### src/core/bcd_readout_pkg.sv
`default_nettype none
package bcd_readout_pkg;
  // timebase and handshake timing
  localparam int unsigned CLK_HZ = 125_000_000;
  localparam int unsigned SET_TIME_MS = 30;
  localparam int unsigned VALID_TIME_MS = 40;
  localparam int unsigned RELEASE_TIME_MS = 16;
  localparam int unsigned PERIOD_TIME_MS = 64;
  localparam int unsigned CYC_PER_MS = CLK_HZ / 1000;
  localparam int unsigned SET_CYC = SET_TIME_MS * CYC_PER_MS;
  localparam int unsigned VALID_CYC = VALID_TIME_MS * CYC_PER_MS;
  localparam int unsigned RELEASE_CYC = RELEASE_TIME_MS * CYC_PER_MS;
  localparam int unsigned PERIOD_CYC = PERIOD_TIME_MS * CYC_PER_MS;
  // default measurement width: six bcd digits
  localparam int unsigned DIGITS_DEF = 6;
  localparam int unsigned CNT_W = 32;
  // handshake states
  typedef enum logic [3:0] {
    ST_IDLE = 4'h1,
    ST_SET = 4'h2,
    ST_VALID = 4'h4,
    ST_TAIL = 4'h8
  } hs_state_t;
endpackage : bcd_readout_pkg
`default_nettype wire

### src/core/bcd_readout_handshake.sv
`default_nettype none
module bcd_readout_handshake
  import bcd_readout_pkg::*;
#(
  parameter int unsigned DIGITS = DIGITS_DEF,
  parameter int unsigned SET_CYCLES = SET_CYC,
  parameter int unsigned VALID_CYCLES = VALID_CYC,
  parameter int unsigned RELEASE_CYCLES = RELEASE_CYC,
  parameter int unsigned PERIOD_CYCLES = PERIOD_CYC
) (
  input wire logic mclk,
  input wire logic resetn,
  input wire logic request_in,
  input wire logic hold_in,
  input wire logic [4*DIGITS-1:0] meas_value,
  output logic [4*DIGITS-1:0] bcd_out,
  output logic [4*DIGITS-1:0] bcd_oe,
  output logic valid_out,
  output logic valid_oe
);

  ////////////////////////////////////////////////////////////////////////
  // pin synchronisers
  // request and hold come straight from the reader's wiring and share
  // no clock with us; each passes two flops before anything reads it,
  // and only the second flop of each pair is read by the logic
  logic req_s1_ff;
  logic req_s2_ff;
  logic req_d_ff;
  logic hold_s1_ff;
  logic hold_s2_ff;

  // request pair plus one delay stage for the edge detector; the delay
  // stage resets to the idle level of the pin, so reset makes no false edge
  always_ff @(posedge mclk or negedge resetn) begin
    if (!resetn) begin
      req_s1_ff <= 1'b0;
      req_s2_ff <= 1'b0;
      req_d_ff <= 1'b0;
    end else begin
      req_s1_ff <= request_in;
      req_s2_ff <= req_s1_ff;
      req_d_ff <= req_s2_ff;
    end
  end

  // hold pair; hold only matters during the strobe phase
  always_ff @(posedge mclk or negedge resetn) begin
    if (!resetn) begin
      hold_s1_ff <= 1'b0;
      hold_s2_ff <= 1'b0;
    end else begin
      hold_s1_ff <= hold_in;
      hold_s2_ff <= hold_s1_ff;
    end
  end

  // a request is taken on its rising edge only; a reader that leaves the
  // line high gets continuous output, not a new single sample per cycle
  logic req_rise;
  assign req_rise = req_s2_ff & ~req_d_ff;

  ////////////////////////////////////////////////////////////////////////
  // handshake sequencer
  // one timer serves every phase: the set-up delay, the strobe time, the
  // release tail and, while request stays high, the refresh period; it
  // restarts at every phase change and at every refresh
  // latency from the request pin to the strobe is two sync flops, one
  // cycle of edge detect and SET_CYCLES of timer, a few cycles over the
  // nominal set-up time and well inside its tolerance
  hs_state_t state_ff;
  hs_state_t nxt_state;
  logic [CNT_W-1:0] cnt_ff;
  logic [CNT_W-1:0] nxt_cnt;
  // end of a refresh period, only acted on while the strobe is on
  logic period_done;
  assign period_done = (cnt_ff == CNT_W'(PERIOD_CYCLES - 1));

  // next state and timer
  always_comb begin
    nxt_state = state_ff;
    nxt_cnt = cnt_ff + CNT_W'(1);
    case (state_ff)
      // wait for a fresh request edge; the timer is parked at zero
      ST_IDLE: begin
        nxt_cnt = '0;
        if (req_rise) begin
          nxt_state = ST_SET;
        end
      end
      // set-up delay; the snapshot is already latched, so data and strobe
      // leave together at the end of it
      ST_SET: begin
        if (cnt_ff == CNT_W'(SET_CYCLES - 1)) begin
          nxt_state = ST_VALID;
          nxt_cnt = '0;
        end
      end
      // strobe on: refresh each period while request is high; once request
      // is low, end after the strobe time counted from the last update
      ST_VALID: begin
        if (req_s2_ff) begin
          if (period_done) begin
            nxt_cnt = '0;
          end
        end else if (cnt_ff >= CNT_W'(VALID_CYCLES - 1)) begin
          nxt_state = ST_TAIL;
          nxt_cnt = '0;
        end
      end
      // strobe off, data still pulled for the release tail; new request
      // edges are ignored here and in every phase but idle
      ST_TAIL: begin
        if (cnt_ff == CNT_W'(RELEASE_CYCLES - 1)) begin
          nxt_state = ST_IDLE;
          nxt_cnt = '0;
        end
      end
      // an illegal code falls back to idle
      default: begin
        nxt_state = ST_IDLE;
        nxt_cnt = '0;
      end
    endcase
  end

  // state register
  always_ff @(posedge mclk or negedge resetn) begin
    if (!resetn) begin
      state_ff <= ST_IDLE;
    end else begin
      state_ff <= nxt_state;
    end
  end

  // phase timer
  always_ff @(posedge mclk or negedge resetn) begin
    if (!resetn) begin
      cnt_ff <= '0;
    end else begin
      cnt_ff <= nxt_cnt;
    end
  end

  ////////////////////////////////////////////////////////////////////////
  // snapshot latch: loaded as data is set and at each periodic update;
  // a held snapshot is kept whole, so the lines never show a torn word
  logic [4*DIGITS-1:0] snap_ff;
  // first load at the request edge, then once per refresh period; the
  // hold pin only blocks the refresh, never the first load of a sequence
  logic load_first;
  logic load_refresh;
  logic refresh_blocked;
  logic load_snap;
  assign load_first = (state_ff == ST_IDLE) & req_rise;
  assign load_refresh = (state_ff == ST_VALID) & req_s2_ff & period_done;
  assign refresh_blocked = hold_s2_ff & (state_ff == ST_VALID);
  assign load_snap = load_first | (load_refresh & ~refresh_blocked);

  // the latch only ever loads whole words, so a hold that lands on a
  // refresh leaves the old word standing intact
  always_ff @(posedge mclk or negedge resetn) begin
    if (!resetn) begin
      snap_ff <= '0;
    end else if (load_snap) begin
      snap_ff <= meas_value;
    end
  end

  ////////////////////////////////////////////////////////////////////////
  // open-collector drivers: a logic one pulls the line low, a zero releases
  // data lines stand from the strobe edge through the release tail; the
  // enables are computed from the next state so they leave a flop in step
  // with the state change, keeping data and strobe aligned to the cycle
  logic data_on;
  logic strobe_on;
  assign data_on = (nxt_state == ST_VALID) | (nxt_state == ST_TAIL);
  assign strobe_on = (nxt_state == ST_VALID);

  // line level driven: always low, so no line is ever pushed high and
  // several indicators may share the wires;
  // the pull-up gives the high level
  always_ff @(posedge mclk or negedge resetn) begin
    if (!resetn) begin
      bcd_out <= '0;
      valid_out <= 1'b0;
    end else begin
      bcd_out <= '0;
      valid_out <= 1'b0;
    end
  end

  // data enables: a one bit of the snapshot pulls its line, a zero leaves
  // it to the pull-up; released lines read all ones at the reader
  always_ff @(posedge mclk or negedge resetn) begin
    if (!resetn) begin
      bcd_oe <= '0;
    end else begin
      bcd_oe <= data_on ? snap_ff : '0;
    end
  end

  // strobe enable: on only in the strobe phase, so its fall and the start
  // of the release tail share one clock edge
  always_ff @(posedge mclk or negedge resetn) begin
    if (!resetn) begin
      valid_oe <= 1'b0;
    end else begin
      valid_oe <= strobe_on;
    end
  end

endmodule : bcd_readout_handshake
`default_nettype wire

### config.mk
export PLATFORM = sky130hd
export DESIGN_NAME = bcd_readout_handshake
export DESIGN_NICKNAME = d
export VERILOG_FILES = /design/src/core/bcd_readout_pkg.sv /design/src/core/bcd_readout_handshake.sv
export SDC_FILE = /design/constraint.sdc
export NUM_CORES = 1
export LEC_CHECK = 0
export BUFFER_PORTS_ARGS = -buffer_cell sky130_fd_sc_hd__buf_2
export CAP_MARGIN = 0
export CORE_MARGIN = 2
export CORE_UTILIZATION = 59
export CTS_CLUSTER_SIZE = 30
export DETAILED_ROUTE_END_ITERATION = 12
export GPL_ROUTABILITY_DRIVEN = 0
export HOLD_SLACK_MARGIN = 0.02
export PLACE_DENSITY = 0.83
export SLEW_MARGIN = 5
export SYNTH_ARGS = -nofsm -noshare
export SYNTH_HDL_FRONTEND = slang
export SYNTH_SLANG_ARGS = --single-unit
### constraint.sdc
create_clock -name mclk -period 5.6 [get_ports mclk]
set_clock_uncertainty 0.15 [all_clocks]
set_input_delay 0.56 -clock mclk [delete_from_list [all_inputs] [get_ports mclk]]
set_output_delay 0.56 -clock mclk [all_outputs]
set_load 0.1 [all_outputs]
After elaboration in Yosys (flattened, before gate mapping)

Index checks and enable logic that the tools add are counted.
W data, S select, Z words.

Word-level logic and storage cells: 44
Register bits after elaboration: 90

Multiplexer cells: 13
Bitwise gates (word level): 10
Magnitude comparators: 1
$add $sub $neg: 1
Eq/ne operators: 9

Operators with widths:

| operator                | count |
|---|---|
| $mux W32                | 5 |
| $pmux W32 S3            | 1 |
| $add A32 B1 Y32 const B | 1 |
| $eq A32 B21 Y1 const B  | 1 |
| $eq A32 B22 Y1 const B  | 1 |
| $eq A32 B23 Y1 const B  | 1 |
| $ge A32 B23 Y1 const B  | 1 |
| $mux W24                | 1 |
| $mux W4                 | 5 |
| $pmux W4 S4             | 1 |
| $eq A4 B3 Y1 const B    | 2 |
| $eq A4 B4 Y1 const B    | 2 |
| $and A1 B1 Y1           | 6 |
| $eq A4 B1 Y1 const B    | 1 |
| $eq A4 B2 Y1 const B    | 1 |
| $not A1 Y1              | 2 |
| $or A1 B1 Y1            | 2 |

Longest topological paths before layout

Depth after elaboration: 7
Depth in mapped cells: 9
Mapped depth without buffers: 7

Least setup slack after synthesis

OpenSTA, ideal clock, no wires.

Kind: register to register
From: register cnt_ff[0]
To: register snap_ff[10]
Slack: 3.182 ns
Cell stages (with the launch flop): 9
Setup time: 0.127 ns
Path buffers: 1
Data arrival time: 2.141 ns
Required time: 5.323 ns
Clock period less this slack: 2.418 ns
Cell sequence: dfrtp_1 > ha_1 > and4_1 > nand3_1 > nor3_1 > nand4_1 > o31ai_4 > buf_6 > mux2_1

Longest elaborated chain between the ends: 4

Ends and longest elaborated chain:

| item                   | line                         | RTL |
|---|---|---|
| start, declared        | bcd_readout_handshake.sv:73  | `logic [CNT_W-1:0] cnt_ff;` |
| start signal, assigned | bcd_readout_handshake.sv:141 | `cnt_ff <= nxt_cnt;` |
| $eq A32 B23 Y1         | bcd_readout_handshake.sv:77  | `assign period_done = (cnt_ff == CNT_W'(PERIOD_CYCLES - 1));` |
| $and A1 B1 Y1          | bcd_readout_handshake.sv:156 | `assign load_refresh = (state_ff == ST_VALID) & req_s2_ff & period_done;` |
| $and A1 B1 Y1          | bcd_readout_handshake.sv:158 | `assign load_snap = load_first \| (load_refresh & ~refresh_blocked);` |
| $or A1 B1 Y1           | bcd_readout_handshake.sv:158 |  |
| end signal, assigned   | bcd_readout_handshake.sv:166 | `snap_ff <= meas_value;` |
| end, declared          | bcd_readout_handshake.sv:148 | `logic [4*DIGITS-1:0] snap_ff;` |

No other way between the ends.
A chain may end at the register's enable or synchronous reset.

Worst setup path after layout

From: register cnt_ff[0]
To: register snap_ff[11]

The elaborated chain is that of the path after synthesis.

==> results.txt <==
Routed wire per std cell: 14.9 um
WP data arrival: 2.86 ns
Peak Freq: 361 MHz
EDFF count, synth: 0
CTS resizes: 0
Setup WS post-layout: 2.83 ns
Synth warn: 0
Syn_area_per_cell: 11.2 um2
Outcome: complete, no violations
Antenna Cells: 0
Total length of routed wires: 7310 um
Number of global-route vias before repair: 2,448
Cell with the most instances after synthesis: dfrtp_1
Hold bufs inserted after CTS: 0
Drt first pass iters: 4
All-layer global routing usage: 0.209
Dpl cells: 474
DRT antenna net count: 0
I/O Buffers: 52
WHS Endpoint: hold_s1_ff$_DFF_PN0_
Fin cells: 490
Final hold violation count: 0
Final Setup Violations: 0
Yosys cell types: 41
R2R Setup Slk: 2.83 ns
Max-slew headroom: 0.277
WP buf/inv: 1
Critical path endpoint category: flip-flop
CP Cell Sequence: ha_1, and4_1, nand3_1, nor3_1, nand4_1, o31ai_4, buf_4, mux2_1
GRT overflow: 0
Cells after Synth: 356
DIE HEIGHT: 86.3 um
Area Overhead vs Synth: 10.5%
Slowest CP cell: dfrtp_1
Worst hold start: hold_in
# DRC: 0
Class of the worst hold path: in2reg
H-tree depth: 3
Row cnt: 29
Switching Share: 0.341
Starting density of the core: 0.618
Internal power component: 985 uW
Yosys reg bits: 90
Setup TNS: 0 ns
Clock sink count: 90
Crit path kind: reg2reg
Final core area utilization: 0.683
HPWL after DPL: 4760 um
Register area: 2250 um2
Synth top area cells: dfrtp_1, mux2_1, buf_4
DP Area: 4210 um2
Num CTS Buffers: 9
Worst slew pin tran: 1.09 ns
Share of layout cells above drive strength 1: 0.189
Post-layout minimum cycle time: 2.77 ns
Nets: 437
Max-slew violations: 0
Maximum capacitance violations: 0
Synth area leader: dfrtp_1
Die X: 86.3 um
Worst-Skew Late Latency: 0.36 ns
WP data required: 5.69 ns
DRT iter0 DRCs: 274
CTS Root Buffer Type: clkbuf_8
Largest delay share family, worst path: simple AND/OR/NAND/NOR gates
Fin area: 4410 um2
Largest net degree at the start of global routing: 91
FF-to-FF End: snap_ff[11]$_DFFE_PN0P_
RSZ-0062 raised after global routing: false
Area of the multi-input gates: 1570 um2
Share of the synthesized area in the top cell type: 0.558
Post-CTS Setup Bufs: 0
VDD IR max: 0.275 mV
Synth cell count leaders: dfrtp_1, nor2_1, buf_4
Tcrit/Tclk final: 0.495
DP Worst Slack: 2.87 ns
Leakage power: 0.00202 uW
Initial antenna violation count: 0
Worst-path clk slew: 0.09 ns
Cell Pwr Density: 339 nW/um2
Hold Path Depth: 1
FILL cells: 486
Core footprint: 6460 um2
Part of the power in registers: 0.498
Crit Path Max Fanout: 24
Vias per cell: 5.49
Worst path max stage delay: 0.40 ns
Combinational share of power: 0.203
Worst R2R Start: cnt_ff[0]$_DFF_PN0_
Vias: 2,688
Seq/Total Area, Yosys: 0.564
Die area: 7440 um2
Synthesized area: 3990 um2
Clock buffer depth: 2
Startpoint types: flip-flop
R2R cell count: 8
Async S/R FF share, synth: 1.00
Ys flop type: dfrtp_1
Clock Power Share: 0.300
NetSw: 510 uW
TritonCTS clock tree: yes
# IOs: 78
First-pass GRT wire length: 11,900 um
## logic make-up after synthesis
logic type	Yosys count	share of synthesized area
AND/OR/NAND/NOR	151	0.199
flip-flops	90	0.564
buffers and inverters	40	0.0667
XOR/XNOR	30	0.0658
multiplexers	24	0.0677
AO/OA/AOI/OAI	19	0.0320
adder cells (fa/ha/maj)	1	0.00313
other	1	0.000939
## metrics by stage
step                hold slack [ns]  power [uW]
floorplan                     0.114        1010
global placement              0.186        1050
detailed placement            0.192        1060
CTS                           0.143        1510
global route                  0.141        1560
finish                        0.155        1500
## flip-flops by register name, summed over array words and instances (netlist names)
name / flops
cnt_ff: 32
hold_s1_ff: 1
req_s2_ff: 1
req_d_ff: 1
hold_s2_ff: 1
snap_ff: 24
state_ff: 4
bcd_oe: 24
valid_oe: 1
req_s1_ff: 1
## how the worst max path moves through the flow
stage	from	end	slack [ns]	cells past startpoint
after floorplan	cnt_ff[0]$_DFF_PN0_	snap_ff[10]$_DFFE_PN0P_	3.18	8
after global routing	cnt_ff[0]$_DFF_PN0_	snap_ff[11]$_DFFE_PN0P_	2.71	8
after global placement	cnt_ff[0]$_DFF_PN0_	snap_ff[3]$_DFFE_PN0P_	2.98	8
final	cnt_ff[0]$_DFF_PN0_	snap_ff[11]$_DFFE_PN0P_	2.83	8
after detailed placement	cnt_ff[0]$_DFF_PN0_	snap_ff[11]$_DFFE_PN0P_	2.87	8
after CTS	cnt_ff[0]$_DFF_PN0_	snap_ff[11]$_DFFE_PN0P_	2.84	8
## area by class of cell
cell class | instances | area share
sequential | 90 | 0.511
clock buffer | 10 | 0.0289
inverter | 2 | 0.00170
timing repair buffer | 55 | 0.0646
tap | 77 | 0.0218
multi-input combinational | 250 | 0.356
clock inverter | 6 | 0.0167
## cell usage in the layout (no fill, tap or decap), types with 3 or more instances in the layout
cell,count
dfrtp_1,89
buf_2,51
nor2_1,46
conb_1,25
and2_1,24
mux2_1,20
nand3_1,19
xnor2_1,16
xor2_1,14
nand2_1,14
nand4_1,9
and3_1,9
clkbuf_8,9
o21ai_0,8
nor4b_1,6
nor3_1,6
nor2b_1,4
mux2_2,4
buf_4,4
nand3b_1,3
## power groups by stage
stage / clock network, uW / logic (uW) / registers, uW
after CTS: 456 / 306 / 744
after floorplan: 0 / 149 / 866
after detailed placement: 0 / 305 / 757
after global routing: 489 / 318 / 751
after global placement: 0 / 299 / 751
final: 448 / 303 / 744
## per-layer routing
metal	vias up	GRT usage	wire, um
met4	0	0.0724	90
met3	7	0.0505	348
li1	1259	-	-
met1	1340	0.283	3120
met2	82	0.333	3750
met5	-	0	0
(Power assumes the default switching activity.)
